`src/hw/amp_pkg.sv`:
```
// shared constants, types and layouts for the amplifier two-wire control port
package amp_pkg;

  // ----------------------------------------------------------------
  // sizes
  // ----------------------------------------------------------------
  localparam int BYTE_W = 8;                       // bits per byte
  localparam int DIAG_BYTES = 4;                   // bytes returned by a read
  localparam int CTRL_BYTES = 2;                   // bytes taken by a write
  localparam logic [3:0] BITS_PER_BYTE = 4'h8;     // data bits before the ack slot
  localparam logic [2:0] CTRL_COUNT = 3'h2;        // CTRL_BYTES at counter width
  localparam logic [2:0] DIAG_COUNT = 3'h4;        // DIAG_BYTES at counter width

  // ----------------------------------------------------------------
  // timing: serial clock period over system clock period
  // ----------------------------------------------------------------
  localparam int CLK_PERIOD_NS = 50;               // system clock
  localparam int LINK_PERIOD_NS = 400;             // serial clock in the bench
  localparam int SAMPLES_PER_BIT = LINK_PERIOD_NS / CLK_PERIOD_NS;

  // ----------------------------------------------------------------
  // bus addresses picked by the address select pin
  // ----------------------------------------------------------------
  localparam logic [6:0] BUS_ADDR_LOW = 7'h6c;     // pin to ground
  localparam logic [6:0] BUS_ADDR_MID = 7'h6d;     // middle resistor
  localparam logic [6:0] BUS_ADDR_HIGH = 7'h6e;    // high resistor
  localparam logic [1:0] ADSEL_LOW = 2'h0;
  localparam logic [1:0] ADSEL_MID = 2'h1;
  localparam logic [1:0] ADSEL_HIGH = 2'h2;
  localparam logic [1:0] ADSEL_OPEN = 2'h3;        // bus disabled

  // ----------------------------------------------------------------
  // field positions and reset values
  // ----------------------------------------------------------------
  localparam int RW_BIT = 0;                       // direction bit in address byte
  localparam logic [7:0] SECONDARY_MASK = 8'hbd;   // bits 6 and 1 stored as zero
  localparam logic [7:0] CTRL_RESET = 8'h00;       // muted, standby, all defeated

  // primary control byte, bit 7 down to bit 0
  typedef struct packed {
    logic mute_thr_high;    // supply transition mute threshold high
    logic diag_en;          // diagnostics enable
    logic offset_en;        // offset detection enable
    logic front_gain_16db;  // front pair 16 dB, else 30 dB
    logic rear_gain_16db;   // rear pair 16 dB, else 30 dB
    logic front_unmute;     // front channels play
    logic rear_unmute;      // rear channels play
    logic clip_detect_10;   // clip_detect at 10 %, else 2 %
  } amp_primary_s;

  // secondary control byte, bit 7 down to bit 0
  typedef struct packed {
    logic cur_thr_low;      // low current detection threshold
    logic unused6;          // always stored as zero
    logic fast_mute;        // fast muting time
    logic run;              // out of standby
    logic line_driver_diag; // line driver diagnostic mode
    logic cur_diag_en;      // current detection diagnostic
    logic unused1;          // always stored as zero
    logic speaker_safety_routine; // start-up offset check with mute
  } amp_secondary_s;

  // first_diag_byte for channel_one (left_front), bit 7 down to bit 0
  typedef struct packed {
    logic thermal_warn1;    // first thermal warning
    logic cycle_done;       // diagnostic cycle terminated
    logic open_load;        // peak current below threshold
    logic permanent;        // permanent, else turn-on diagnostic
    logic short_load;       // shorted load
    logic open_or_offset;   // open load or output offset
    logic short_supply;     // short to positive supply
    logic short_ground;     // short to ground
  } amp_diag1_s;

  // protocol states
  typedef enum logic [2:0] {
    ST_IDLE,
    ST_ADDR,
    ST_ADDR_ACK,
    ST_WR_BYTE,
    ST_WR_ACK,
    ST_RD_BYTE,
    ST_RD_ACK,
    ST_IGNORE
  } amp_state_e;

endpackage : amp_pkg

```
`src/hw/amp_i2c_port.sv`:
```
// two-wire slave port: control byte writes and diagnostic byte reads
`timescale 1ns/10ps
`default_nettype none
module amp_i2c_port
  import amp_pkg::*;
(
  // clock and reset
  input wire logic clock_in,
  input wire logic rst_in,
  // serial bus pins, data line open drain
  input wire logic scl_in,
  input wire logic sda_in,
  output logic sda_out,
  output logic sda_oe_out,
  // address_select_pin, decoded to a code
  input wire logic [1:0] address_select_pin_in,
  // live diagnostic results of the last finished cycle
  input wire amp_diag1_s first_diag_byte_in,
  input wire logic [7:0] second_diag_byte_in,
  input wire logic [7:0] third_diag_byte_in,
  input wire logic [7:0] fourth_diag_byte_in,
  // control bytes toward the amplifier
  output amp_primary_s primary_control_byte_out,
  output amp_secondary_s secondary_control_byte_out,
  // one-cycle request to start a new diagnostic cycle
  output logic diag_restart_out
);

  // ----------------------------------------------------------------
  // declarations
  // ----------------------------------------------------------------
  logic scl_meta_r;         // first synchroniser stage, clock
  logic scl_sync_r;         // second stage
  logic scl_prev_r;         // one cycle older, for edges
  logic sda_meta_r;         // first synchroniser stage, data
  logic sda_sync_r;         // second stage
  logic sda_prev_r;         // one cycle older, for edges
  logic [1:0] adsel_meta_r; // select pin, first stage
  logic [1:0] adsel_sync_r; // select pin, second stage
  logic scl_rise;           // clock rising edge seen
  logic scl_fall;           // clock falling edge seen
  logic bus_start;          // start condition seen
  logic bus_stop;           // stop condition seen
  logic bus_en;             // select pin not left open
  logic [6:0] own_addr;     // address picked by the pin
  amp_state_e state_r;      // protocol state
  amp_state_e state_nxt;
  logic [3:0] bit_cnt_r;    // bits taken in the current byte
  logic [7:0] shift_r;      // incoming byte, msb first
  logic [7:0] tx_r;         // outgoing byte, msb first
  logic rw_r;               // direction of the current transfer
  logic [2:0] wr_idx_r;     // control bytes received
  logic [2:0] rd_idx_r;     // diagnostic bytes sent
  logic master_ack_r;       // master pulled the line in its ack slot
  logic read_active_r;      // a read was addressed to us
  logic sda_oe_r;           // pulling the data line low
  logic sda_oe_nxt;
  logic diag_restart_r;     // restart pulse
  logic byte_done;          // falling edge after eight bits
  logic addr_hit;           // our address, at the end of the address byte
  logic snap;               // capture diagnostics for this read
  logic rd_more;            // master wants another byte and one is left
  logic [7:0] rd_data;      // diagnostic byte out of the store
  amp_primary_s primary_r;
  amp_secondary_s secondary_r;

  // ----------------------------------------------------------------
  // pin synchronisers
  // ----------------------------------------------------------------

  // two synchroniser flops per pin plus one for edges; idle bus lines read high from reset on
  always_ff @(posedge clock_in) begin
    if (rst_in) begin
      scl_meta_r <= 1'b1;
      scl_sync_r <= 1'b1;
      scl_prev_r <= 1'b1;
      sda_meta_r <= 1'b1;
      sda_sync_r <= 1'b1;
      sda_prev_r <= 1'b1;
    end else begin
      scl_meta_r <= scl_in;
      scl_sync_r <= scl_meta_r;
      scl_prev_r <= scl_sync_r;
      sda_meta_r <= sda_in;
      sda_sync_r <= sda_meta_r;
      sda_prev_r <= sda_sync_r;
    end
  end

  // the select pin is static, but still crosses in like any pin
  always_ff @(posedge clock_in) begin
    if (rst_in) begin
      adsel_meta_r <= ADSEL_OPEN;
      adsel_sync_r <= ADSEL_OPEN;
    end else begin
      adsel_meta_r <= address_select_pin_in;
      adsel_sync_r <= adsel_meta_r;
    end
  end

  // ----------------------------------------------------------------
  // line events
  // ----------------------------------------------------------------

  // data is only sampled on clock edges, so changes during low are harmless
  assign scl_rise = scl_sync_r & ~scl_prev_r;
  assign scl_fall = ~scl_sync_r & scl_prev_r;
  // data edges with clock steady high mark frame boundaries
  assign bus_start = scl_sync_r & scl_prev_r & ~sda_sync_r & sda_prev_r;
  assign bus_stop = scl_sync_r & scl_prev_r & sda_sync_r & ~sda_prev_r;

  // eight data bits counted before the ack slot
  assign byte_done = scl_fall && (bit_cnt_r == BITS_PER_BYTE);

  // ----------------------------------------------------------------
  // address decode
  // ----------------------------------------------------------------

  // pin code to bus address; open pin leaves the port deaf
  always_comb begin
    own_addr = BUS_ADDR_LOW;
    if (adsel_sync_r == ADSEL_MID) begin
      own_addr = BUS_ADDR_MID;
    end else if (adsel_sync_r == ADSEL_HIGH) begin
      own_addr = BUS_ADDR_HIGH;
    end
  end
  assign bus_en = (adsel_sync_r != ADSEL_OPEN);

  // only a full match is acked; anything else is silently ignored
  assign addr_hit = (state_r == ST_ADDR) && byte_done && bus_en
                    && (shift_r[7:1] == own_addr);
  // a read addressed to us freezes the last cycle's results
  assign snap = addr_hit && shift_r[RW_BIT];
  // another byte only if the master acked and bytes remain
  assign rd_more = master_ack_r && (rd_idx_r < DIAG_COUNT);

  // ----------------------------------------------------------------
  // protocol state machine
  // ----------------------------------------------------------------

  // next state; start and stop win over any bit in progress
  always_comb begin
    state_nxt = state_r;
    if (bus_start) begin
      state_nxt = ST_ADDR;
    end else if (bus_stop) begin
      state_nxt = ST_IDLE;
    end else if (scl_fall) begin
      case (state_r)
        ST_ADDR: begin
          if (byte_done) begin
            state_nxt = addr_hit ? ST_ADDR_ACK : ST_IGNORE;
          end
        end
        ST_ADDR_ACK: begin
          state_nxt = rw_r ? ST_RD_BYTE : ST_WR_BYTE;
        end
        ST_WR_BYTE: begin
          if (byte_done) begin
            state_nxt = ST_WR_ACK;
          end
        end
        ST_WR_ACK: begin
          // two control bytes, then further bytes go unacked
          state_nxt = (wr_idx_r < CTRL_COUNT) ? ST_WR_BYTE : ST_IGNORE;
        end
        ST_RD_BYTE: begin
          if (byte_done) begin
            state_nxt = ST_RD_ACK;
          end
        end
        ST_RD_ACK: begin
          state_nxt = rd_more ? ST_RD_BYTE : ST_IGNORE;
        end
        default: begin
          state_nxt = state_r;
        end
      endcase
    end
  end

  // state register
  always_ff @(posedge clock_in) begin
    if (rst_in) begin
      state_r <= ST_IDLE;
    end else begin
      state_r <= state_nxt;
    end
  end

  // bit counter: counts rising edges inside a byte, cleared around acks
  always_ff @(posedge clock_in) begin
    if (rst_in) begin
      bit_cnt_r <= 4'h0;
    end else if (bus_start || bus_stop) begin
      bit_cnt_r <= 4'h0;
    end else if (scl_fall && (state_r == ST_ADDR_ACK || state_r == ST_WR_ACK
                              || state_r == ST_RD_ACK)) begin
      bit_cnt_r <= 4'h0;
    end else if (scl_rise && (state_r == ST_ADDR || state_r == ST_WR_BYTE
                              || state_r == ST_RD_BYTE)) begin
      bit_cnt_r <= bit_cnt_r + 4'h1;
    end
  end

  // ----------------------------------------------------------------
  // receive path
  // ----------------------------------------------------------------

  // shift in on the rising edge, msb first
  always_ff @(posedge clock_in) begin
    if (rst_in) begin
      shift_r <= 8'h00;
    end else if (scl_rise && (state_r == ST_ADDR || state_r == ST_WR_BYTE)) begin
      shift_r <= {shift_r[6:0], sda_sync_r};
    end
  end

  // direction latched from bit 0 of the address byte
  always_ff @(posedge clock_in) begin
    if (rst_in) begin
      rw_r <= 1'b0;
    end else if (addr_hit) begin
      rw_r <= shift_r[RW_BIT];
    end
  end

  // control byte index: first primary, then secondary
  always_ff @(posedge clock_in) begin
    if (rst_in) begin
      wr_idx_r <= 3'h0;
    end else if (bus_start) begin
      wr_idx_r <= 3'h0;
    end else if (byte_done && state_r == ST_WR_BYTE) begin
      wr_idx_r <= wr_idx_r + 3'h1;
    end
  end

  // control registers; a partial write keeps the byte not yet sent
  always_ff @(posedge clock_in) begin
    if (rst_in) begin
      primary_r <= amp_primary_s'(CTRL_RESET);
      secondary_r <= amp_secondary_s'(CTRL_RESET);
    end else if (byte_done && state_r == ST_WR_BYTE) begin
      if (wr_idx_r == 3'h0) begin
        primary_r <= amp_primary_s'(shift_r);
      end else if (wr_idx_r == 3'h1) begin
        // the two spare bits never reach the amplifier
        secondary_r <= amp_secondary_s'(shift_r & SECONDARY_MASK);
      end
    end
  end

  // fields land on the amplifier controls by the struct layout
  assign primary_control_byte_out = primary_r;
  assign secondary_control_byte_out = secondary_r;

  // ----------------------------------------------------------------
  // transmit path
  // ----------------------------------------------------------------

  // the store holds the bytes of the previous cycle for this whole read
  amp_diag_store #(
    .WIDTH(BYTE_W),
    .DEPTH(DIAG_BYTES)
  ) u_store (
    .clock_in(clock_in),
    .rst_in(rst_in),
    .load_in(snap),
    .data_in({fourth_diag_byte_in, third_diag_byte_in, second_diag_byte_in,
              first_diag_byte_in}),
    .rd_addr_in(rd_idx_r[1:0]),
    .rd_data_out(rd_data)
  );

  // read index: bumped as each byte ends, so the store has a whole
  // serial clock period, the ack slot, to present the next byte before it is needed
  always_ff @(posedge clock_in) begin
    if (rst_in) begin
      rd_idx_r <= 3'h0;
    end else if (snap) begin
      rd_idx_r <= 3'h0;
    end else if (byte_done && state_r == ST_RD_BYTE) begin
      rd_idx_r <= rd_idx_r + 3'h1;
    end
  end

  // master ack sampled on the rising edge of its slot
  always_ff @(posedge clock_in) begin
    if (rst_in) begin
      master_ack_r <= 1'b0;
    end else if (scl_rise && state_r == ST_RD_ACK) begin
      master_ack_r <= ~sda_sync_r;
    end
  end

  // outgoing shifter, loaded when a byte begins, shifted per falling edge
  always_ff @(posedge clock_in) begin
    if (rst_in) begin
      tx_r <= 8'h00;
    end else if (scl_fall && state_r == ST_ADDR_ACK && rw_r) begin
      tx_r <= rd_data;
    end else if (scl_fall && state_r == ST_RD_ACK && rd_more) begin
      tx_r <= rd_data;
    end else if (scl_fall && state_r == ST_RD_BYTE && !byte_done) begin
      tx_r <= {tx_r[6:0], 1'b0};
    end
  end

  // ----------------------------------------------------------------
  // data line driver
  // ----------------------------------------------------------------

  // every change happens on a falling clock edge, except the release at a start or stop, which comes with the clock high
  always_comb begin
    sda_oe_nxt = sda_oe_r;
    if (bus_start || bus_stop) begin
      sda_oe_nxt = 1'b0;
    end else if (scl_fall) begin
      case (state_r)
        ST_ADDR: begin
          sda_oe_nxt = addr_hit;
        end
        ST_ADDR_ACK: begin
          // read: first data bit straight after the ack slot
          sda_oe_nxt = rw_r & ~rd_data[7];
        end
        ST_WR_BYTE: begin
          sda_oe_nxt = byte_done;
        end
        ST_RD_BYTE: begin
          // release after the eighth bit so the master can ack
          sda_oe_nxt = byte_done ? 1'b0 : ~tx_r[6];
        end
        ST_RD_ACK: begin
          sda_oe_nxt = rd_more & ~rd_data[7];
        end
        default: begin
          sda_oe_nxt = 1'b0;
        end
      endcase
    end
  end

  // driver flop; the line is only ever pulled low, never driven high
  always_ff @(posedge clock_in) begin
    if (rst_in) begin
      sda_oe_r <= 1'b0;
    end else begin
      sda_oe_r <= sda_oe_nxt;
    end
  end
  assign sda_out = 1'b0;
  assign sda_oe_out = sda_oe_r;

  // ----------------------------------------------------------------
  // diagnostic restart
  // ----------------------------------------------------------------

  // a read addressed to us is open until the next start or stop
  always_ff @(posedge clock_in) begin
    if (rst_in) begin
      read_active_r <= 1'b0;
    end else if (snap) begin
      read_active_r <= 1'b1;
    end else if (bus_start || bus_stop) begin
      read_active_r <= 1'b0;
    end
  end

  // new cycle requested when the read ends; the bytes already went out,
  // so the reader always sees the cycle before the one now starting
  always_ff @(posedge clock_in) begin
    if (rst_in) begin
      diag_restart_r <= 1'b0;
    end else begin
      diag_restart_r <= read_active_r & (bus_start | bus_stop);
    end
  end
  assign diag_restart_out = diag_restart_r;

endmodule // amp_i2c_port
`default_nettype wire

```
`src/hw/amp_diag_store.sv`:
```
// snapshot store for the diagnostic bytes with registered read data
`timescale 1ns/10ps
`default_nettype none
module amp_diag_store #(
  parameter int WIDTH = 8,
  parameter int DEPTH = 4
) (
  // clock and reset
  input wire logic clock_in,
  input wire logic rst_in,
  // snapshot side: all entries loaded at once
  input wire logic load_in,
  input wire logic [WIDTH*DEPTH-1:0] data_in,
  // read side
  input wire logic [$clog2(DEPTH)-1:0] rd_addr_in,
  output logic [WIDTH-1:0] rd_data_out
);

  // ----------------------------------------------------------------
  // storage
  // ----------------------------------------------------------------
  logic [WIDTH-1:0] mem_r [DEPTH];  // one entry per diagnostic byte

  // every entry captured in the same cycle so a read sees one coherent cycle
  genvar gi;
  generate
    for (gi = 0; gi < DEPTH; gi++) begin : g_entry
      always_ff @(posedge clock_in) begin
        if (rst_in) begin
          mem_r[gi] <= '0;
        end else if (load_in) begin
          mem_r[gi] <= data_in[gi*WIDTH +: WIDTH];
        end
      end
    end
  endgenerate

  // registered read port, one cycle of latency
  always_ff @(posedge clock_in) begin
    if (rst_in) begin
      rd_data_out <= '0;
    end else begin
      rd_data_out <= mem_r[rd_addr_in];
    end
  end

endmodule // amp_diag_store
`default_nettype wire

```
`config.mk`:
```
export PLATFORM = sky130hd
export DESIGN_NAME = amp_i2c_port
export DESIGN_NICKNAME = d
export VERILOG_FILES = /design/src/hw/amp_pkg.sv /design/src/hw/amp_i2c_port.sv /design/src/hw/amp_diag_store.sv
export SDC_FILE = /design/constraint.sdc
export NUM_CORES = 1
export LEC_CHECK = 0
export ABC_AREA = 1
export BUFFER_PORTS_ARGS = -buffer_cell sky130_fd_sc_hd__buf_2
export CORE_MARGIN = 2
export CORE_UTILIZATION = 52
export DETAILED_ROUTE_END_ITERATION = 6
export PLACE_DENSITY = 0.72
export SYNTH_ARGS = -nofsm -noshare
export SYNTH_HDL_FRONTEND = slang
export SYNTH_SLANG_ARGS = --single-unit
export TNS_END_PERCENT = 50
```
`constraint.sdc`:
```
create_clock -name clock_in -period 3 [get_ports clock_in]
set_input_delay 0.45 -clock clock_in [delete_from_list [all_inputs] [get_ports clock_in]]
set_output_delay 0.45 -clock clock_in [all_outputs]
set_load 0.05 [all_outputs]
```
## Yosys cells after proc, flatten, opt, wreduce, memory -nomap -nowiden

Memory sizes are Yosys's and may differ from the RTL's. A register that Yosys moved wholly into a read port is not among the register bits.
Index checks and enable logic that the tools add are counted.

| word-level totals | value |
|---|---|
| output and inout bits | 19 |
| memories | 1 |
| register bits | 57 |
| RAM bits | 32 |
| logic and storage cells | 148 |
| input bits | 38 |

Memory list:

| memory | depth | bits a word | rd ports | clocked after Yosys merged registers in | write ports | RTL line | text |
|---|---|---|---|---|---|---|---|
| u_store.mem_r | 4 | 8 | 1 | 1 | 4 | amp_diag_store.sv:22 | `logic [WIDTH-1:0] mem_r [DEPTH];` |

| operators by class | value |
|---|---|
| $lt $le $gt $ge | 2 |
| bitwise gates (word level) | 22 |
| muxes and demuxes | 29 |
| add/sub/neg operators | 3 |
| reductions and logical operators | 39 |
| eq/ne operators | 18 |

Operator list:

| operator | number |
|---|---|
| $mux W8 | 4 |
| $mux W7 | 3 |
| $logic_and A1 B1 Y1 | 18 |
| $mux W3 | 6 |
| $pmux W3 S6 | 1 |
| $ne A4 B4 Y1 const B | 3 |
| $mux W1 | 11 |
| $and A1 B1 Y1 | 10 |
| $reduce_and A5 Y1 | 2 |
| $eq A3 B3 Y1 const B | 3 |
| $ne A2 B2 Y1 const B | 4 |
| $reduce_bool A8 Y1 | 1 |
| $eq A7 B7 Y1 | 1 |
| $not A1 Y1 | 7 |
| $add A3 B1 Y3 const B | 2 |
| $eq A3 B1 Y1 const B | 2 |
| $eq A3 B2 Y1 const B | 2 |
| $mux W2 | 3 |
| $reduce_bool A3 Y1 | 2 |
| $reduce_bool A6 Y1 | 1 |
| $reduce_or A2 Y1 | 3 |
| $reduce_or A3 Y1 | 2 |
| $logic_or A1 B1 Y1 | 5 |
| $or A1 B1 Y1 | 5 |
| other kinds (12) | 12 |

## Depth between registers and ports, before layout

Gate-level depths: netlist (run 1).

| depth | value |
|---|---|
| depth after elaboration | 12 |
| gate-level depth with buffers | 11 |
| gate-level depth less buffers | 11 |

## Hierarchy

A second synthesis (run 1) with hierarchy kept.

| second synthesis, totals | value |
|---|---|
| cells, all modules | 550 |
| area total of the unflattened synthesis | 4349.2 µm² |

Modules (own cells, without submodules):

| module | cells each | sequential area each (µm²) | instances | area each (µm²) |
|---|---|---|---|---|
| amp_i2c_port | 345 | 1141.1 | 1 | 2533.7 |
| amp_diag_store | 205 | 1121.1 | 1 | 1815.5 |

## Worst setup path after synthesis (run 1)

Ideal clock, no wire load.

| timing | value |
|---|---|
| kind | reg-to-reg |
| start point | register bit_cnt_r[0] |
| end point | memory u_store.mem_r[0][0] (enable) |
| stages on the path, launching flop included | 9 |
| arrival time | 2.466 ns |
| required time | 2.570 ns |
| library setup time | 0.430 ns |
| buffers on the path | 0 |
| slack | 0.104 ns |
| clock period less this slack | 2.896 ns |
| cells stage by stage | dfxtp_1 > inv_1 > ha_1 > nand2_1 > inv_1 > nand3_2 > nor2_1 > nand2_1 > o21ai_1 |

RTL lines:

| what | RTL line | text |
|---|---|---|
| start, declared | amp_i2c_port.sv:48 | `logic [3:0] bit_cnt_r;` |
| start signal, assigned | amp_i2c_port.sv:203 | `bit_cnt_r <= bit_cnt_r + 4'h1;` |
| end, declared | amp_diag_store.sv:22 |  |

==> results of run 1 <==
-- synth_stat cells (all sizes together) --
master	n	area (µm²)
nand2	74	280.3
buf	15	111.4
a211oi	2	15.01
dfxtp	65	1301
nand3b	1	7.510
nor3b	1	7.510
xor2	4	35.03
a21o	1	7.510
o211ai	1	7.510
o21ai	34	170.2
ha	6	75.07
clkbuf	8	30.03
conb	1	3.750
inv	86	322.8
clkinv	1	5.000
or2	8	50.05
nor3	4	20.02
nand3	40	210.2
nand4	11	83.83
edfxtp	32	960.9
nor2	113	456.7
a21oi	31	158.9
-- stage by stage --
stage	cell area (µm²)	util, %	std cells	hold slack, ns
floorplan	4328	-	541	0.3895
finish	4792	58.91	695	0.2570
detailed placement	4609	56.67	679	0.3994
CTS	4792	58.91	695	0.2496
global placement	4609	56.67	679	0.3926
global route	4792	58.91	695	0.2437
-- layout by cell type (no fill, tap or decap), drive strengths merged, types with 8 or more instances in the layout --
cell and n:
nor2 113, inv 86, nand2 74, dfxtp 65
buf 56, nand3 40, o21ai 34, edfxtp 32
a21oi 31, nand4 11, clkbuf 9, or2 8
-- critical path: cells and delay by family (launching register included) --
| kind | cells | cell delay [ns] |
|---|---|---|
| adder cells (fa/ha/maj) | 1 | 0.17 |
| buffers and inverters | 2 | 0.15 |
| flip-flops | 1 | 0.35 |
| AND/OR/NAND/NOR | 5 | 1.12 |
-- power by group --
part           leakage (nW)  total [mW]  internal [mW]  switching (mW)
Sequential            0.832        1.40           1.39          0.0148
Clock                0.0880       0.780          0.308           0.472
Combinational          1.33       0.118         0.0427          0.0753
Total                  2.25        2.30           1.74           0.562
-- cells by family (layout without fill, tap and decap cells) --
logic type | count (synthesis) | in the layout | synth area share [%]
AND/OR/NAND/NOR | 252 | 252 | 25.83
adder cells (fa/ha/maj) | 6 | 6 | 1.738
AO/OA/AOI/OAI | 69 | 69 | 8.312
other | 1 | 3 | 0.08680
flip-flops | 97 | 97 | 52.36
buffers and inverters | 110 | 159 | 10.86
XOR/XNOR | 4 | 4 | 0.8108
-- routing by layer --
metal,wire [µm],share of wire [%],global-route usage [%]
met1,3783,47,24.04
met5,0,0,0
met4,135,1.7,8.454
met3,344,4.2,3.715
met2,3848,47,34.15
-- final timing paths --
| kind | slack [ns] | depth (start not counted) | endpoint | from |
|---|---|---|---|---|
| hold reg to reg | 0.42 | 1 | sda_sync_r$_SDFF_PP1_ | sda_meta_r$_SDFF_PP1_ |
| setup / recovery | 1.03 | 8 | u_store.mem_r[3][2]$_SDFFCE_PN0P_ | bit_cnt_r[0]$_SDFFE_PP0P_ |
| setup reg to reg | 1.03 | 8 | u_store.mem_r[3][2]$_SDFFCE_PN0P_ | bit_cnt_r[0]$_SDFFE_PP0P_ |
| hold / removal | 0.26 | 2 | scl_meta_r$_SDFF_PP1_ | scl_in |
-- registers in the layout, summed over array words and instances, names as in the netlist, 2 cells and up --
name / count
u_store.rd_data_out: 8
bit_cnt_r: 4
state_r: 3
shift_r: 8
u_store.mem_r: 32
adsel_sync_r: 2
primary_control_byte_out: 8
secondary_control_byte_out: 6
wr_idx_r: 3
rd_idx_r: 3
tx_r: 7
adsel_meta_r: 2
-- area by class of cell --
class,count,share of cell area [%]
Inverter,87,6.841
Sequential cell,97,47.21
Clock buffer,9,2.585
Timing Repair Buffer,56,6.005
Multi-Input combinational cell,334,33.39
Clock inverter,7,1.227
Tap cell,105,2.742
==> flow_results.org, run 1 <==
** Route
- Before antenna repair, the detailed router went through 4 iterations.
- In the routed layout, each cell is associated on average with a via count of 4.871.
- Dividing the detail-routed wire length by the instance count gives about 12 µm.
- Wires add up to 8112 µm.
- Via count :: ~3400
- Number of DRC violations after detailed-routing iteration 0 :: 208
- Antenna-violating nets left :: 0
- DR DRC count :: 0

** Timing
- Derived from the worst setup path, the maximum achievable clock frequency is 508.7 MHz.
- Shortest clock period the worst path allows after layout :: 1.966 ns
- In the post-route analysis, the smallest setup slack over all paths is 1.034 ns.
- Headroom to the max-slew limit came out at 54.12%.
- For the pin with the worst max-slew slack, the measured transition is 0.6872 ns.
- In the finished design, the share of the clock period the worst path needs comes to 65.52%.
- Worst setup skew after layout :: 0.01149 ns
- Total count of max-transition violations in the final report :: 0
- Setup repair after global routing left no endpoint under its margin.
- Number of endpoints failing setup at the final stage :: 0
- Final Hold Viols :: 0
- Final sum of negative setup slack :: 0 ns

** Logic synthesis
- Synthesized instance count :: 539
- The cell area that synthesis handed to floorplanning was 4320 µm².
- For this run, the number of Yosys warnings is 0.
- The synthesized design contains 97 register bits.
- Summing the sequential cell areas from Yosys gives 52.36% of the chip area.
- Counting distinct cell types in the post-synthesis netlist gives 33.
- A synthesized cell averages approximately 8.0 µm².

** Finish
- Area added between synthesis and finish :: 10.92%
- Area of all sequential standard cells :: 2262 µm²
- Fill cell instance count of the final layout :: 745
- Area occupied by multi-input gates :: 1600 µm²
- The net count of the finished layout is 629.
- Cells with a size suffix above 1 make up approximately 17% of the layout.
- Diode insertion count for antenna repair :: 0

** CTS
- Gates resized, CTS repair :: 0
- Buffers added to address setup during post-CTS repair amount to 0.
- For this design, the sink count on the clock tree is a little under 100.
- Clock transition at the registers of the reported paths :: 0.10 ns
- Hold-fix buffer count after cts :: 0
- CTS H-tree depth :: 3
- CTS tree :: built
- For the worst-skew pair, the clock arrives at the later sink with an insertion delay of 0.37 ns.
- Buffers from clock root to sink, at most :: 2
- Clock root buffer :: sky130_fd_sc_hd__clkbuf_8
- Clock tree synthesis inserted a total of 9 buffers.

** Job
- # Max-Cap Violations :: 0

** Setup path
- The worst setup path is captured at a register.
- In this design, the critical path's most frequently occurring cell is sky130_fd_sc_hd__inv_1.
- Max stage delay cell, worst path :: sky130_fd_sc_hd__nand4_4
- Crit path largest cell delay :: between 0.4 and 0.5 ns
- Crit path required time :: 3.20 ns
- Ordered cell list for the critical path :: inv_1 -> ha_1 -> nand2_1 -> inv_1 -> nand3_2 -> nor2_2 -> nand4_4 -> nor2_1
- Critical path start-end classification :: register to register
- Signal arrival time at the worst endpoint :: about 2.2 ns
- Along the worst path, the maximum fanout reaches 34.
- The worst setup path is launched from a register.

** Floorplan
- For this configuration, the core starts out at a cell density of around 53%.
- Pin placement for this block handled 57 I/O pins.
- In this run the horizontal extent of the chip is 95.15 µm.
- Vertical die dimension :: 95.15 µm
- The die covers 9054 µm².
- Core Rows :: 33
- The total area inside the core boundary comes to 8134 µm².

** GRT
- Global route overflow :: 0
- Maximum number of pins on one net before global-route repair :: 36
- Via count of the first global-routing pass :: about 3200
- The number of antenna violations at the first check in global routing is 0.
- First-pass GRT wire length :: 13910 µm
- Total GRT Usage :: 19.75%

** Min path
- Path category of the worst min-delay check :: input pin to register

** Status
- Status :: completed

** Placed design
- The congestion estimate from routability-driven global placement came to approximately 0.86.
- Worst setup slack before clock tree synthesis :: 1.076 ns
- The wire-length estimate of the detail-placed layout is 5838 µm.
- In this run the tool buffered the top-level ports with 53 buffer cells.

** Pwr
- Power per cell area :: approximately 480 nW/µm²
- Summed over all cells, the static leakage comes to 2.246 nW.
- Total power for the finished layout comes to 2.301 mW.
- Maximum resistive drop on vdd :: 275.7 µV
Note: power is estimated with default switching activity, not from simulation.
==> inputs of run 2 (changes only) <==
ABC_AREA = 0   (was 1)
CORE_UTILIZATION = 51   (was 52)
PLACE_DENSITY = 0.71   (was 0.72)
clock period = 1.8 ns   (was 3 ns; I/O delays follow)
==> run 2 against run 1 <==
Net effect: highest routed layer unchanged; via count is 17% lower; die area decreased by 3.5%; count of clock-buffer cells in the layout increased by 1; the run now ends with negative setup slack left; hold slack got worse by 0.18 ns; global-route usage shrank 1.8 points; register-to-register slack got worse by 1.0 ns.
==> flow_results.org, run 2 <==
** Floorplan
- Effective utilization at floorplan :: 52.83% (-0.28 points)
- Vertical die dimension :: 93.47 µm (-1.8%)
- The chip width came to 93.47 µm (-1.8%).
- Die Area :: 8737 µm² (-3.5%)
- The row count came to 32 (-3.0%).
- Number of top-level pins :: 57 (unchanged)
- Core Region :: 7727 µm² (-5.0%)

** Setup path
- The longest individual stage delay on the worst path was 0.34 ns (-0.12 ns).
- The largest fanout on the critical path came to 8 (-76%).
- The worst path buffer plus inverter count is 2 (unchanged).
- Ordered cell list for the critical path :: inv_2 -> ha_4 -> and3b_2 -> and3_4 -> and4_4 -> and2b_4 -> clkbuf_16 -> and2_4
- The endpoint identified for the worst register-to-register timing path is u_store.mem_r[2][1]$_SDFFCE_PN0P_.
- The critical path data arrival time was 1.94 ns (-0.23 ns).
- The number of cell instances on the worst register-to-register path was 8 (unchanged).
- Setup slack, reg-to-reg :: -0.006 ns (-1.04 ns)
- STA classifies the critical path startpoint as a register.
- The largest individual stage delay along the critical path comes from the cell sky130_fd_sc_hd__dfxtp_2.
- Startpoint of the worst-slack reg-to-reg timing path :: bit_cnt_r[1]$_SDFFE_PP0P_
- STA classifies the critical path endpoint as a register.
- Critical path start-end classification :: register to register
- In this design, the largest share of critical-path delay is due to simple AND/OR/NAND/NOR gates.
- The required time of the critical path was 1.93 ns (-1.27 ns).

** CTS
- The clock insertion delay at the later pin of the skew report is 0.37 ns (about the same).
- The number of buffers created by CTS was 9 (unchanged).
- CTS H-tree depth :: 3 (unchanged)
- Clock root buffer :: sky130_fd_sc_hd__clkbuf_8
- Clock net sink count :: 97 (unchanged)
- The maximum root-to-sink buffer count came to 2 (unchanged).
- CTS tree :: built
- The clock slew at the register clock pins of the worst setup and hold paths came to 0.10 ns (about the same).
- The number of hold buffers added after CTS is 0 (unchanged).

** Pwr
- The static leakage was 2.125 nW (-5.4%).
- The power density relative to cell area came to 762.5 nW/µm² (+59%).
- Power Total :: 3.806 mW (+65%)
- The worst voltage drop across the vdd grid came to 473.0 µV (+72%).

** Placed design
- Number of placed instances with taps included :: 534 (-21%)
- Detailed placement HPWL :: 5013 µm (-14%)
- The last weighted congestion value of the routability-driven placer was 0.8721 (+1.9%).
- Input/output buffers :: 53 (unchanged)

** Logic synthesis
- Synthesized-area fraction occupied by adder cells :: 1.839% (+0.10 points)
- Share of synthesized area spent on multiplexers :: 10.05% (+10 points)
- Number of enable flip-flop cells after synthesis :: 32 (unchanged)
- Yosys instantiated no cell more often than sky130_fd_sc_hd__dfxtp_1.
- Sequential element share of the synthesized area :: 55.41% (+3.0 points)
- Xor/xnor share of the synthesized area :: 1.502% (+0.69 points)
- The count of synthesis-stage warnings from yosys was 0 (unchanged).
- Simple-gate share of the synthesized area :: 22.34% (-3.5 points)
- Share of the synthesized area in the top cell type :: 31.87% (+1.8 points)
- The post-synthesis compound-gate area fraction is 5.578% (-2.7 points).
- The post-synthesis cell count is 366 (-32%).
- Cell type with the largest total area after synthesis :: sky130_fd_sc_hd__dfxtp_1
- By area, the combinational part of the netlist is dominated by simple AND/OR/NAND/NOR gates.
- By area the synthesized netlist is led by sky130_fd_sc_hd__dfxtp_1 32%, sky130_fd_sc_hd__edfxtp_1 24%, sky130_fd_sc_hd__mux2i_1 5.6%.
- In the synthesized netlist, the cells that appear most often are 65 x sky130_fd_sc_hd__dfxtp_1, 38 x sky130_fd_sc_hd__nor2_1, 32 x sky130_fd_sc_hd__and2_1, 32 x sky130_fd_sc_hd__edfxtp_1, 30 x sky130_fd_sc_hd__nand2_1.
- The average cell area after synthesis was 11.15 µm² (+39%).
- Syn Std Cell Area :: 4083 µm² (-5.5%)
- Post-synthesis register bit count :: 97 (unchanged)
- The post-synthesis async set-or-reset flop share was 0% (unchanged).
- For this run, the leading register cell type out of synthesis is sky130_fd_sc_hd__dfxtp_1.
- Distinct cells, synth :: 54 (+64%)

** Finish
- Commonest cells after routing, fill and taps aside :: 62 x sky130_fd_sc_hd__dfxtp_1, 53 x sky130_fd_sc_hd__buf_2, 38 x sky130_fd_sc_hd__nor2_1, 32 x sky130_fd_sc_hd__edfxtp_1
- Largest register by flop count :: u_store.mem_r
- Filler-free cell count of the finished design :: 554 (-20%)
- Nets :: 491 (-22%)
- Area of all sequential standard cells :: 2266 µm² (+0.17%)
- Area added between synthesis and finish :: 22.25%
- Max FFs per register :: 32 (unchanged)
- The share of cells above drive strength 1 was 37.61% (+20 points).
- The antenna diode count came to 0 (unchanged).
- Most frequent standard cell in the layout excluding fill and tap cells :: sky130_fd_sc_hd__dfxtp_1
- The fill cell total of the finished layout came to 639 (-14%).
- Fin util :: 64.59% (+5.7 points)
- Area occupied by multi-input gates :: 1792 µm² (+12%)

** Min path
- The tightest min-delay check is of the input pin to register type.
- Worst Hold Depth :: 2 (unchanged)
- The worst hold path begins at address_select_pin_in[0].
- Worst Hold Endpoint :: adsel_meta_r[0]$_SDFF_PP1_

** Timing
- The final hold violation count came to 0 (unchanged).
- Number of endpoints failing setup at the final stage :: 5 (+5)
- Shortest clock period the worst path allows after layout :: 1.806 ns (-0.1596 ns)
- The final hold slack was 0.07350 ns (-0.1835 ns).
- The final-report max-slew violation count came to 0 (unchanged).
- The worst clock skew on the final layout was 0.01327 ns (+0.001775 ns).
- Setup repair after global routing could not meet its margin everywhere.
- The portion of the clock cycle consumed by the worst path in the final layout is 100.3% (+35 points).
- The top achievable clock speed was 553.7 MHz (+8.8%).
- Final setup margin :: -0.006077 ns (-1.040 ns)

** Route
- The detailed-route wire length per cell is 13.49 µm (+16%).
- The DRC violation count after routing came to 0 (unchanged).
- Via count :: 2800 (-17%)
- Number of iterations in the first detailed-routing pass :: 4 (unchanged)
- The final wirelength came to 7471 µm (-7.9%).
- The remaining number of nets flagged by the antenna check after routing is 0 (unchanged).
- Number of DRC violations after detailed-routing iteration 0 :: 130 (-38%)
- Average via count per standard cell :: 5.054 (+3.8%)

** Status
- The checks that failed: negative setup slack.
- The run finished, with violations left.

** GRT
- Initial antenna violation count :: 0 (unchanged)
- The number of global-route vias before repair came to 2723 (-14%).
- The global routing usage summed across all routing layers came to 17.91% (-1.8 points).
- First-pass GRT wire length :: 12040 µm (-13%)
- Maximum number of pins on one net before global-route repair :: 42 (+17%)
- The global-route congestion overflow total was 0 (unchanged).

** Job
- # Max-Cap Violations :: 0 (unchanged)
-- run 2: worst max-delay path by stage --
stage                     slack [ns]                       start  cells after the start                                end
final                         -0.006   bit_cnt_r[1]$_SDFFE_PP0P_                      8  u_store.mem_r[2][1]$_SDFFCE_PN0P_
after global routing           -0.08  adsel_sync_r[1]$_SDFF_PP1_                      7  u_store.mem_r[3][3]$_SDFFCE_PN0P_
after CTS                     -0.002   bit_cnt_r[1]$_SDFFE_PP0P_                      8  u_store.mem_r[1][3]$_SDFFCE_PN0P_
after detailed placement       -0.03   bit_cnt_r[1]$_SDFFE_PP0P_                      8  u_store.mem_r[0][7]$_SDFFCE_PN0P_
after global placement         -0.04     state_r[1]$_SDFFE_PP0P_                      6  u_store.mem_r[1][5]$_SDFFCE_PN0P_
after floorplan                -0.02   bit_cnt_r[1]$_SDFFE_PP0P_                      6  u_store.mem_r[0][0]$_SDFFCE_PN0P_
-- run 2: kinds of logic after synthesis --
family                   Yosys count
AND/OR/NAND/NOR                  163
flip-flops                        97
AO/OA/AOI/OAI                     35
multiplexers                      31
buffers and inverters             26
XOR/XNOR                           7
adder cells (fa/ha/maj)            6
other                              1
-- run 2: timing repair --
item                                    in CTS  in global routing
pin swaps                                    1                 18
buffers inserted                             1                  1
endpoints found under the setup margin      66                 81
resized for setup                            2                 29
gates cloned                                 0                  3
-- run 2: through the flow --
stage          worst slack (ns)  setup TNS [ns]  instance area, µm²
3_5_place_dp           -0.03012         -0.8157                4661
5_1_grt                -0.07771          -3.173                4991
3_3_place_gp           -0.03576         -0.9807                4661
6_report              -0.006077        -0.01507                4991
2_1_floorplan          -0.02247          -1.014                4114
4_1_cts               -0.002388       -0.005096                4858
-- run 2: cell type report --
type | instances | area share, %
clock buffer | 10 | 2.582
clock inverter | 6 | 1.028
inverter | 5 | 0.3760
multi-input combinational | 245 | 35.90
sequential | 97 | 45.40
tap | 102 | 2.557
timing repair buffer | 89 | 12.16
-- run 2: power by group --
part	internal, mW	switching, mW
Combinational	0.0808	0.0943
Clock	0.529	0.791
Sequential	2.30	0.0154
Total	2.91	0.901
-- run 2: per-layer routing --
| layer | vias up | wire length, µm | GRT usage (%) |
|---|---|---|---|
| li1 | 1407 | - | - |
| met1 | 1315 | 3264 | 22.67 |
| met2 | 69 | 3712 | 28.72 |
| met3 | 9 | 381 | 5.641 |
| met4 | 0 | 113 | 6.863 |
| met5 | - | 0 | 0 |
-- run 2: worst reg2reg max path, cell delays in order (launching register included) --
cell and delay (ns):
sky130_fd_sc_hd__dfxtp_2 0.34, sky130_fd_sc_hd__inv_2 0.04, sky130_fd_sc_hd__ha_4 0.14, sky130_fd_sc_hd__and3b_2 0.22, sky130_fd_sc_hd__and3_4 0.16, sky130_fd_sc_hd__and4_4 0.15
sky130_fd_sc_hd__and2b_4 0.20, sky130_fd_sc_hd__clkbuf_16 0.17, sky130_fd_sc_hd__and2_4 0.15
==> inputs of run 3 (changes only) <==
ABC_AREA = 1   (was 0)
CORE_UTILIZATION = 52   (was 51)
PLACE_DENSITY = 0.72   (was 0.71)
==> run 3 against run 2 <==
Net effect: the flow now finishes without violations; total power rose by 6.0%; hold slack got worse by 0.0061 ns; register-to-register slack improved by 0.07 ns; critical path depth rose by 2; sequential cell count did not move; clock power rose by 11%; largest cell class unchanged; highest routed layer unchanged.
==> flow_results.org, run 3 (same netlist as run 1, synthesis figures left out) <==
** Finish
- The share of cells above drive strength 1 was 21.35% (-16 points).
- Leaving out fill and tap cells, the most frequent cell in the layout is sky130_fd_sc_hd__nor2_1.
- The flip-flop count of the largest register, all copies and words added was 32 (unchanged).
- Diode insertion count for antenna repair :: 0 (unchanged)
- From synthesis to final layout, the design area changed by 18.42%.
- Filler-free cell count of the finished design :: 714 (+29%)
- Counting flops per register, the top entry is u_store.mem_r.
- The post-route standard cell area excluding fillers was 5116 µm² (+2.5%).
- Nets :: 648 (+32%)
- Commonest cells after routing, fill and taps aside :: 100 x sky130_fd_sc_hd__nor2_1, 79 x sky130_fd_sc_hd__inv_1, 72 x sky130_fd_sc_hd__nand2_1, 63 x sky130_fd_sc_hd__dfxtp_1, 53 x sky130_fd_sc_hd__buf_2

** Setup path
- The critical path goes through inv_2 -> ha_4 -> nand2_1 -> inv_2 -> nand3_4 -> nor2_2 -> nand2_2 -> o21ai_4 -> buf_12 -> clkbuf_16.
- Broken down by cell family, the worst path's largest delay share belongs to buffers and inverters.
- Startpoint of the worst-slack reg-to-reg timing path :: bit_cnt_r[1]$_SDFFE_PP0P_
- Most prevalent standard cell on the critical path :: sky130_fd_sc_hd__inv_2
- Signal arrival time at the worst endpoint :: 1.83 ns (-0.11 ns)
- The worst setup path is launched from a register.
- Crit path largest cell delay :: 0.34 ns (about the same)
- Critical path start-end classification :: register to register
- Crit path required time :: 1.90 ns (-0.03 ns)
- The most critical setup path has its startpoint at bit_cnt_r[1]$_SDFFE_PP0P_.
- The largest fanout on the critical path is 9 (+1).
- The worst path buffer plus inverter count is 4 (+2).
- Max stage delay cell, worst path :: sky130_fd_sc_hd__dfxtp_2
- The worst setup path is captured at a register.

** GRT
- The global routing usage summed across all routing layers was 20.22% (+2.3 points).
- The pin count of the biggest net entering global routing was 36 (-14%).
- Global route overflow :: 0 (unchanged)
- First-pass GRT wire length :: 14220 µm (+18%)
- Via count of the first global-routing pass :: 3345 (+23%)
- Initial antenna violation count :: 0 (unchanged)

** Pwr
- Maximum resistive drop on vdd :: 460.9 µV (-2.6%)
- The power density relative to cell area was 788.4 nW/µm² (+3.4%).
- Reported leakage power :: 2.410 nW (+13%)

** Timing
- Maximum clock frequency :: 576.1 MHz (+4.0%)
- Final Hold Viols :: 0 (unchanged)
- Shortest clock period the worst path allows after layout :: 1.736 ns (-0.07020 ns)
- Share of the clock period used by the worst path :: 96.44% (-3.9 points)
- Setup repair after global routing left no endpoint under its margin.
- Pin slew with the least headroom to its limit :: 0.5465 ns
- Worst Hold Margin :: 0.06740 ns (-0.006097 ns)
- The worst setup margin is 0.06412 ns (+0.07020 ns).
- Number of endpoints failing setup at the final stage :: 0 (-5)
- The worst pin sits at a relative slew slack of 63.51%.
- Total count of max-transition violations in the final report :: 0 (unchanged)
- Worst setup skew after layout :: 0.01007 ns (-0.003200 ns)

** Floorplan
- The chip width is 95.15 µm (+1.8%).
- Vertical die dimension :: 95.15 µm (+1.8%)
- Core Region :: 8134 µm² (+5.3%)
- The number of top-level design ports was 57 (unchanged).
- The floorplan die area was 9054 µm² (+3.6%).
- The row count is 33 (+3.1%).
- Effective utilization at floorplan :: 53.11% (+0.28 points)

** Placed design
- Global placement routability congestion :: 0.8376 (-4.0%)
- The instance count after placement with tap cells included was 690 (+29%).
- The minimum setup slack after placement was -0.05658 ns (-0.02646 ns).
- Detailed placement HPWL :: 6055 µm (+21%)
- Cell area after placement :: 4727 µm² (+1.4%)
- The count of port buffers added during placement is 53 (unchanged).

** Route
- The final wirelength was 9005 µm (+21%).
- The total number of vias was 3517 (+26%).
- Routed wire per std cell :: 12.61 µm (-6.5%)
- The via-per-instance ratio came to 4.926 (-2.5%).
- The number of iterations in the first detailed-routing pass came to 4 (unchanged).
- The remaining number of nets flagged by the antenna check after routing came to 0 (unchanged).
- The detailed router's first-iteration violation count was 160 (+23%).
- The DRC violation count after routing is 0 (unchanged).

** Job
- # Max-Cap Violations :: 0 (unchanged)

** Status
- The run finished with clean final reports.

** Min path
- In this run the most critical hold path is launched from address_select_pin_in[1].
- Path category of the worst min-delay check :: input pin to register

** CTS
- CTS Buf Count :: 9 (unchanged)
- Worst-skew pair later-pin latency :: 0.37 ns (about the same)
- The total number of H-tree levels came to 3 (unchanged).
- Buffers from clock root to sink, at most :: 2 (unchanged)
- Hold-fix buffer count after cts :: 0 (unchanged)
- The clock slew at the register clock pins of the worst setup and hold paths was 0.10 ns (about the same).
- Clock root buffer :: sky130_fd_sc_hd__clkbuf_8
- The TritonCTS sink count was 97 (unchanged).
- CTS tree :: built
run 3: cell types whose count changed in the layout (fill, tap and decap cells not counted), moves of 10 or more:
cell                      change
sky130_fd_sc_hd__inv_1       +76
sky130_fd_sc_hd__nor2_1      +62
sky130_fd_sc_hd__nand2_1     +43
sky130_fd_sc_hd__nand3_1     +32
sky130_fd_sc_hd__o21ai_0     +30
sky130_fd_sc_hd__mux2i_1     -22
sky130_fd_sc_hd__and2_4      -20
sky130_fd_sc_hd__buf_4       -16
sky130_fd_sc_hd__a21oi_1     +15
sky130_fd_sc_hd__nor2b_1     -13
sky130_fd_sc_hd__and2_1      -12
sky130_fd_sc_hd__nor2_2      +10
run 3: power breakdown:
part	internal [mW]	total [mW]	switching, mW
logic	0.0985	0.241	0.142
clock network	0.642	1.46	0.813
registers	2.31	2.34	0.0238
total	3.05	4.03	0.979
run 3: worst paths after layout:
kind,slack [ns],to,cells past startpoint
worst max register to register,0.06,u_store.mem_r[2][7]$_SDFFCE_PN0P_,10
worst min register to register,0.42,scl_sync_r$_SDFF_PP1_,1
worst min-delay path,0.07,adsel_meta_r[1]$_SDFF_PP1_,2
worst max-delay path,0.06,u_store.mem_r[2][7]$_SDFFCE_PN0P_,10
run 3: metal layers:
| metal | wire length [µm] | vias to the layer above | GRT usage (%) | share of wire, % |
|---|---|---|---|---|
| met1 | 4099 | 1589 | 23.80 | 46 |
| li1 | - | 1822 | - | - |
| met3 | 411 | 19 | 4.506 | 4.6 |
| met2 | 4303 | 87 | 35.33 | 48 |
| met4 | 191 | 0 | 8.816 | 2.1 |
| met5 | 0 | - | 0 | 0 |
run 3: repair_timing:
| action | 4_1_cts | 5_1_grt |
|---|---|---|
| setup buffers | 0 | 3 |
| gates cloned | 0 | 5 |
| hold endpoints to repair | 0 | 0 |
| pin swaps | 2 | 3 |
| endpoints found under the setup margin | 32 | 68 |
| resized for setup | 2 | 6 |
run 3: layout make-up:
| cell class | count | area (µm²) |
|---|---|---|
| inverters | 87 | 327.8 |
| fillers | 692 | 3018 |
| multi-input cells | 335 | 1667 |
| clock buffers | 11 | 162.7 |
| repair buffers | 74 | 515.5 |
| clock inverters | 5 | 47.55 |
| flip-flops and latches | 97 | 2265 |
| well taps | 105 | 131.4 |
run 3: per-stage QoR:
step           power [mW]  setup TNS, ns  util [%]
4_1_cts             4.027       -0.04646     60.85
3_5_place_dp        2.601        -0.3679     58.11
5_1_grt             4.187              0     62.90
3_3_place_gp        2.596              0     58.11
6_report            4.034              0     62.90
2_1_floorplan       2.519         -3.930         -
